--- src/vrl_pkg.sv ---
// package: register map, field positions, reset values and codes for the reference/low-voltage block
package vrl_pkg;
  localparam int ADDR_W = 12;
  localparam logic [11:0] LVDCTL_ADDR = 12'h000;
  localparam logic [11:0] REFCTL_ADDR = 12'h004;
  localparam logic [11:0] IRQSTAT_ADDR = 12'h008;
  localparam logic [11:0] IRQMASK_ADDR = 12'h00C;
  localparam int BANDGAP_STABLE_FLAG_POS = 5;
  localparam int LOWVOLT_DETECT_ENABLE_POS = 4;
  localparam int TRIP_LSB = 0;
  localparam int TRIP_W = 4;
  localparam int HREN_POS = 7;
  localparam int LREN_POS = 6;
  localparam int HROE_POS = 5;
  localparam int LROE_POS = 4;
  localparam logic [3:0] TRIP_RESET = 4'h5;
  localparam logic [3:0] TRIP_EXTERNAL = 4'hF;
  localparam logic [3:0] TRIP_3V6 = 4'h2;
  localparam logic [3:0] TRIP_3V0 = 4'h7;
  localparam logic [3:0] TRIP_2V8 = 4'h6;
  localparam logic [3:0] TRIP_2V7 = 4'h5;
  localparam logic [3:0] TRIP_2V5 = 4'h4;
  localparam logic [1:0] EVT_LOWVOLT = 2'h1;
  localparam logic [1:0] EVT_STABLE = 2'h2;
  localparam int EVT_W = 2;
  typedef enum logic [2:0] {
    BG_OFF = 3'h1,
    BG_SETTLING = 3'h2,
    BG_STABLE = 3'h4
  } vrl_bg_state_type;
endpackage

--- src/vrl_regs_if.sv ---
// interface: decoded register strobes and data between the bus slave and the register bank
`timescale 1ns/1ps
interface vrl_regs_if;
  logic wrLvd;
  logic wrRef;
  logic [7:0] wdata;
  logic [3:0] trip;
  logic lvdEnable;
  logic highEnable;
  logic lowEnable;
  logic highPin;
  logic lowPin;
  modport bank (input wrLvd, wrRef, wdata, output trip, lvdEnable, highEnable, lowEnable, highPin, lowPin);
  modport bus (output wrLvd, wrRef, wdata, input trip, lvdEnable, highEnable, lowEnable, highPin, lowPin);
endinterface

--- src/vrl_top.sv ---
// module: APB register block for the bandgap reference and low-voltage detector
//
// Contract
// - Bandgap powered while brown-out, detector, high or low reference enabled.
// - Read-only stable flag is 1 once bandgap settled, else 0.
// - Detector enable turns detector on and requests bandgap power.
// - Trip select codes 0111/0110/0101 pick 3.0/2.8/2.7V, driven to comparator.
// - Trip code 0100 picks 2.5V, code 0010 picks 3.6V.
// - Clearing low reference enable withdraws its bandgap request.
// - High reference reaches port A pin three only when also enabled.
// - Low reference reaches port A pin two only when also enabled.
// - Reference control bits 3 to 0 read as zero.
// - High reference enable at bit 7, low enable at bit 6.
// - Stable flag bit 5, detector enable bit 4, trip select bits 3:0.
// - Trip code 1111 switches comparator to the external analog pin.
// - Low-voltage flag set at or below trip only once bandgap stable.
`timescale 1ns/1ps
module vrl_top (
  input wire logic sys_clk,
  input wire logic rst_n,
  input wire logic psel,
  input wire logic penable,
  input wire logic pwrite,
  input wire logic [11:0] paddr,
  input wire logic [31:0] pwdata,
  input wire logic [3:0] pstrb,
  output logic [31:0] prdata,
  output logic pready,
  output logic pslverr,
  input wire logic brownoutResetEnable,
  input wire logic bandgapSettled,
  input wire logic tripBelow,
  output logic bandgapPowerUp,
  output logic lowvoltDetectorOn,
  output logic [3:0] tripPointSelect,
  output logic externalTripInput,
  output logic highReferenceOn,
  output logic lowReferenceOn,
  output logic portAPinThreeRef,
  output logic portAPinTwoRef,
  output logic irq
);
  vrl_regs_if regs();
  vrl_pkg::vrl_bg_state_type bgState;
  vrl_pkg::vrl_bg_state_type next_bgState;
  logic [vrl_pkg::EVT_W-1:0] irqStatus;
  logic [vrl_pkg::EVT_W-1:0] irqMask;
  logic [vrl_pkg::EVT_W-1:0] next_irqStatus;
  logic bandgapStableFlag;
  logic [31:0] next_prdata;

  // apb decode: answer in the access cycle, zero wait states
  wire access = psel && penable;
  wire setup = psel && !penable;
  wire hitLvd = paddr == vrl_pkg::LVDCTL_ADDR;
  wire hitRef = paddr == vrl_pkg::REFCTL_ADDR;
  wire hitStat = paddr == vrl_pkg::IRQSTAT_ADDR;
  wire hitMask = paddr == vrl_pkg::IRQMASK_ADDR;
  wire hitAny = hitLvd || hitRef || hitStat || hitMask;
  // writes take effect at the access edge; the low byte lane must be enabled
  wire wrOk = access && pwrite && pstrb[0];
  wire statRead = access && !pwrite && hitStat;

  assign regs.wrLvd = wrOk && hitLvd;
  assign regs.wrRef = wrOk && hitRef;
  assign regs.wdata = pwdata[7:0];

  vrl_ctrl_bank u_bank (
    .sys_clk(sys_clk),
    .rst_n(rst_n),
    .regs(regs)
  );

  // any consumer keeps the shared bandgap alive
  wire bandgapRequest = brownoutResetEnable || regs.lvdEnable
                        || regs.highEnable || regs.lowEnable;

  // stable tracker: power loss always drops back to off
  always_comb begin
    next_bgState = bgState;
    case (bgState)
      vrl_pkg::BG_OFF: begin
        if (bandgapRequest) next_bgState = vrl_pkg::BG_SETTLING;
      end
      vrl_pkg::BG_SETTLING: begin
        if (!bandgapRequest) next_bgState = vrl_pkg::BG_OFF;
        else if (bandgapSettled) next_bgState = vrl_pkg::BG_STABLE;
      end
      vrl_pkg::BG_STABLE: begin
        if (!bandgapRequest) next_bgState = vrl_pkg::BG_OFF;
        else if (!bandgapSettled) next_bgState = vrl_pkg::BG_SETTLING;
      end
      default: next_bgState = vrl_pkg::BG_OFF;
    endcase
  end

  always_ff @(posedge sys_clk or negedge rst_n) begin
    if (!rst_n) bgState <= vrl_pkg::BG_OFF;
    else bgState <= next_bgState;
  end

  assign bandgapStableFlag = bgState == vrl_pkg::BG_STABLE;

  // the flag is held off until the bandgap is trusted, so start-up glitches on the
  // comparator never reach software; software need not keep the mask low meanwhile
  wire lowvoltEvent = regs.lvdEnable && bandgapStableFlag && tripBelow;
  wire stableEvent = (next_bgState == vrl_pkg::BG_STABLE) && !bandgapStableFlag;
  wire [vrl_pkg::EVT_W-1:0] events = (lowvoltEvent ? vrl_pkg::EVT_LOWVOLT : 2'h0)
                                     | (stableEvent ? vrl_pkg::EVT_STABLE : 2'h0);
  // read clears, but an event in the same cycle wins
  assign next_irqStatus = (statRead ? 2'h0 : irqStatus) | events;

  always_ff @(posedge sys_clk or negedge rst_n) begin
    if (!rst_n) begin
      irqStatus <= 2'h0;
      irqMask <= 2'h0;
    end else begin
      irqStatus <= next_irqStatus;
      if (wrOk && hitMask) irqMask <= pwdata[vrl_pkg::EVT_W-1:0];
    end
  end

  // read mux; reserved and unimplemented bits read zero
  wire [7:0] lvdRead = {2'h0, bandgapStableFlag, regs.lvdEnable, regs.trip};
  wire [7:0] refRead = {regs.highEnable, regs.lowEnable, regs.highPin, regs.lowPin, 4'h0};
  always_comb begin
    next_prdata = 32'h0;
    if (setup && !pwrite) begin
      if (hitLvd) next_prdata = {24'h0, lvdRead};
      else if (hitRef) next_prdata = {24'h0, refRead};
      else if (hitStat) next_prdata = {30'h0, irqStatus};
      else if (hitMask) next_prdata = {30'h0, irqMask};
    end
  end

  // analog controls: registered so every output comes from a flip-flop
  // codes are passed through; unused ones are the software's to avoid
  always_ff @(posedge sys_clk or negedge rst_n) begin
    if (!rst_n) begin
      prdata <= 32'h0;
      pready <= 1'b0;
      pslverr <= 1'b0;
      bandgapPowerUp <= 1'b0;
      lowvoltDetectorOn <= 1'b0;
      tripPointSelect <= vrl_pkg::TRIP_RESET;
      externalTripInput <= 1'b0;
      highReferenceOn <= 1'b0;
      lowReferenceOn <= 1'b0;
      portAPinThreeRef <= 1'b0;
      portAPinTwoRef <= 1'b0;
      irq <= 1'b0;
    end else begin
      // read data is captured in setup so it is stable through the access phase
      if (setup) prdata <= next_prdata;
      pready <= setup;
      pslverr <= setup && !hitAny;
      bandgapPowerUp <= bandgapRequest;
      lowvoltDetectorOn <= regs.lvdEnable;
      tripPointSelect <= regs.trip;
      externalTripInput <= regs.trip == vrl_pkg::TRIP_EXTERNAL;
      highReferenceOn <= regs.highEnable;
      lowReferenceOn <= regs.lowEnable;
      portAPinThreeRef <= regs.highPin && regs.highEnable;
      portAPinTwoRef <= regs.lowPin && regs.lowEnable;
      irq <= |(next_irqStatus & irqMask);
    end
  end
endmodule

--- src/vrl_ctrl_bank.sv ---
// module: writable control bits of both control registers
`timescale 1ns/1ps
module vrl_ctrl_bank (
  input wire logic sys_clk,
  input wire logic rst_n,
  vrl_regs_if.bank regs
);
  always_ff @(posedge sys_clk or negedge rst_n) begin
    if (!rst_n) begin
      regs.trip <= vrl_pkg::TRIP_RESET;
      regs.lvdEnable <= 1'b0;
      regs.highEnable <= 1'b0;
      regs.lowEnable <= 1'b0;
      regs.highPin <= 1'b0;
      regs.lowPin <= 1'b0;
    end else begin
      if (regs.wrLvd) begin
        regs.trip <= regs.wdata[vrl_pkg::TRIP_LSB +: vrl_pkg::TRIP_W];
        regs.lvdEnable <= regs.wdata[vrl_pkg::LOWVOLT_DETECT_ENABLE_POS];
      end
      if (regs.wrRef) begin
        regs.highEnable <= regs.wdata[vrl_pkg::HREN_POS];
        regs.lowEnable <= regs.wdata[vrl_pkg::LREN_POS];
        regs.highPin <= regs.wdata[vrl_pkg::HROE_POS];
        regs.lowPin <= regs.wdata[vrl_pkg::LROE_POS];
      end
    end
  end
endmodule

--- config.mk ---
export PLATFORM = sky130hd
export DESIGN_NAME = vrl_top
export DESIGN_NICKNAME = d
export VERILOG_FILES = /design/src/vrl_pkg.sv /design/src/vrl_regs_if.sv /design/src/vrl_top.sv /design/src/vrl_ctrl_bank.sv
export SDC_FILE = /design/constraint.sdc
export NUM_CORES = 1
export LEC_CHECK = 0
export BUFFER_PORTS_ARGS = -buffer_cell sky130_fd_sc_hd__buf_4
export CAP_MARGIN = 20
export CORE_UTILIZATION = 47
export DETAILED_ROUTE_END_ITERATION = 10
export GPL_TIMING_DRIVEN = 0
export PLACE_DENSITY_LB_ADDON = 0.25
export SKIP_LAST_GASP = 1
export SLEW_MARGIN = 10
export SYNTH_ARGS = -nofsm -noshare
export SYNTH_HDL_FRONTEND = slang
export SYNTH_SLANG_ARGS = --single-unit
--- constraint.sdc ---
create_clock -name sys_clk -period 5.01 [get_ports sys_clk]
set_input_delay 0.501 -clock sys_clk [delete_from_list [all_inputs] [get_ports sys_clk]]
set_output_delay 0.501 -clock sys_clk [all_outputs]
set_load 0.005 [all_outputs]
==> results.md <==
* Count of final setup violators at 0
* CP Launch Type: primary input
* Leak at 1.27 nW
* Hold Crit Class: in2async
* Ratio of cells with drive above 1 in the final layout at 0.468
* Ys async rst share at 1.00
* Gr usage total at 0.194
* Placed cell areas at 2280 µm²
* H-Tree Depth at 2
* # diodes at 0
* Combinational power share at 0.136
* Final Skew at 11.0 ps
* Synth cell types at 42
* Synth Area in Adders at 0
* Flops & latches, synth at 38
* Post-Syn Area at 1770 µm²
* CP required at 5180 ps
* RSZ-0062 raised after global routing: false
* Worst-Margin Slew at 494 ps
* Most frequent cells in the layout: buf_4, dfrtp_1, conb_1
* Worst slew margin at 0.668
* Final worst path period need at 1920 ps
* Simple-gate portion of the synthesized area at 0.154
* Worst IR Drop VDD at 155 µV
* YS warnings at 0
* Switching Share at 0.237
* Syn Area/Cell at 12.3 µm²
* Final #Nets at 278
* Pint at 0.475 mW
* Post-synth top area share at 0.468
* DR vias at 1,290
* # Post-CTS Setup Buffers at 0
* First-pass GRT wire length at 5870 µm
* Root buffer cell: clkbuf_8
* Io pins at 102
* Avg WL per Cell at 13.4 µm
* Longest Clk Path Bufs at 2
* Post-Syn Instances at 143
* Filler cells at 286
* Sw Pwr at 0.148 mW
* Critical path's largest stage delay at 490 ps
* Antenna Nets Post-Route at 0
* CP cell instances: buf_4 -> nor4_2 -> nand2_1 -> or4_4 -> buf_6 -> mux2_4
* Die area at 4010 µm²
* Compound-Gate Fraction of Synth Area at 0.0787
* Sequential share of power at 0.532
* Final-report max-slew violation count at 0
* Vias per cell at 4.81
* Hpwl dp at 2770 µm
* Post-synthesis sequential area ratio at 0.542
* Leading cell type in the layout, fill and taps excluded: buf_4
* Max frequency at 0.522 GHz
* Initial core utilization at 0.509
* Vias in the first global route at 1,247
* Site row count at 21
* Total CTS buffers at 5
* Die Width at 63.3 µm
* Number of max-cap violations at 0
* Largest net degree at the start of global routing at 39
* TritonCTS clock tree: done
* Clock power frac at 0.331
* P per Cell Area at 263 nW/µm²
* TritonRoute pass-1 iters at 4
* Clock sinks at 38
* Post-synthesis mux area share at 0.0921
* DR DRC count at 0
* Crit-path max FO at 5
* Crit Path Class: in2reg
* Post-cts sizing count at 0
* Post-synth EDFFs at 0
* Design Area, Final at 2360 µm²
* Total Wirelength at 3590 µm
* Hold Vio Cnt, Final at 0
* Core Box Area at 3470 µm²
* Post-Synth XOR/XNOR Area at 0.00992
* Initial antenna violation count at 0
* Clock insertion delay at the later pin of the skew report at 290 ps
* Worst setup EP type: flop
* Status: complete, no violations
* Top FF cell, synth: dfrtp_1
* Critical Path AT at 2080 ps
* Chip Height at 63.3 µm
* Slowest stage cell, crit path: nor4_2
* Final period util at 0.382
* Largest cells by area after synthesis: dfrtp_1, buf_4, dfstp_2
* Layout area overhead at 33.9%
* Post-CTS Hold Buffers at 0
* Initial drt markers at 42
* Final TNS setup at 0 ps
* Port bufs at 49
* Largest area contributor in the synthesized netlist: dfrtp_1
* Gpl congestion at 0.931
* CTS clk-pin slew, worst paths at 80 ps
* Largest family of logic cells by synthesized area: simple AND/OR/NAND/NOR gates
* Gr ovfl total at 0
per-stage QoR:
stage          hold slack [ps]  std cells   util  setup WS (ps)  power, mW
6_report                   158        268  0.681           3090      0.623
5_1_grt                    192        268  0.681           3000      0.652
4_1_cts                    177        268  0.681           3100      0.627
3_5_place_dp               374        261  0.657           2810      0.421
3_3_place_gp               374        261  0.657           2870      0.415
2_1_floorplan              205        166      -           3090      0.384
sequential cells by signal, summed over array words and instances (netlist names), 2 cells and up:
register / cells
u_bank.regs.trip: 4
irqMask: 2
tripPointSelect: 4
bgState: 3
prdata: 8
irqStatus: 2
cells by family after synthesis:
group,after synthesis
multiplexers,13
XOR/XNOR,2
AO/OA/AOI/OAI,18
flip-flops,38
other,1
buffers and inverters,31
AND/OR/NAND/NOR,40
worst max-delay path: cells and delay by family:
family	cells	cell delay (ps)
buffers and inverters	2	260
multiplexers	1	290
AND/OR/NAND/NOR	3	1030
per-layer routing:
| layer | part of all wire | wire length [µm] | track usage |
|---|---|---|---|
| met1 | 0.41 | 1460 | 0.231 |
| met2 | 0.52 | 1860 | 0.329 |
| met3 | 0.065 | 232 | 0.0543 |
| met4 | 0.011 | 38 | 0.0795 |
| met5 | 0 | 0 | 0 |
layout make-up:
type | instances | area, µm² | share of cell area
Inverter | 3 | 11.3 | 0.00476
Multi-Input combinational cell | 97 | 681 | 0.288
Timing Repair Buffer | 49 | 368 | 0.156
Tap cell | 46 | 57.6 | 0.0244
Clock buffer | 7 | 86.3 | 0.0365
Sequential cell | 38 | 957 | 0.405
Buffer | 28 | 203 | 0.0858
power by group through the flow:
stage / Clock (mW) / Combinational, mW / Sequential [mW]
floorplan: 0 / 0.0495 / 0.335
global placement: 0 / 0.0797 / 0.335
detailed placement: 0 / 0.0845 / 0.337
CTS: 0.211 / 0.0848 / 0.331
global route: 0.224 / 0.0943 / 0.333
finish: 0.206 / 0.0848 / 0.331
final timing paths:
| kind | depth (start not counted) | slack, ps | endpoint | from |
|---|---|---|---|---|
| setup reg to reg | 4 | 3250 | irq$_DFF_PN0_ | u_bank.regs.lvdEnable$_DFFE_PN0P_ |
| hold reg to reg | 0 | 380 | tripPointSelect[2]$_DFF_PN1_ | u_bank.regs.trip[2]$_DFFE_PN1P_ |
| setup / recovery | 6 | 3090 | u_bank.regs.trip[3]$_DFFE_PN0P_ | paddr[1] |
| min in group sys_clk | 0 | 380 | tripPointSelect[2]$_DFF_PN1_ | u_bank.regs.trip[2]$_DFFE_PN1P_ |
| hold / removal | 1 | 160 | portAPinThreeRef$_DFF_PN0_ | rst_n |
| max in group asynchronous | 1 | 4480 | tripPointSelect[2]$_DFF_PN1_ | rst_n |
synth_stat cells (5+ instances only):
cell	n
buf_4	24
mux2_2	6
nor2_1	6
nand2_1	7
dfrtp_1	33
mux2_4	5
dfstp_2	5
a22o_1	5
Note: power is estimated with default switching activity, not from simulation.
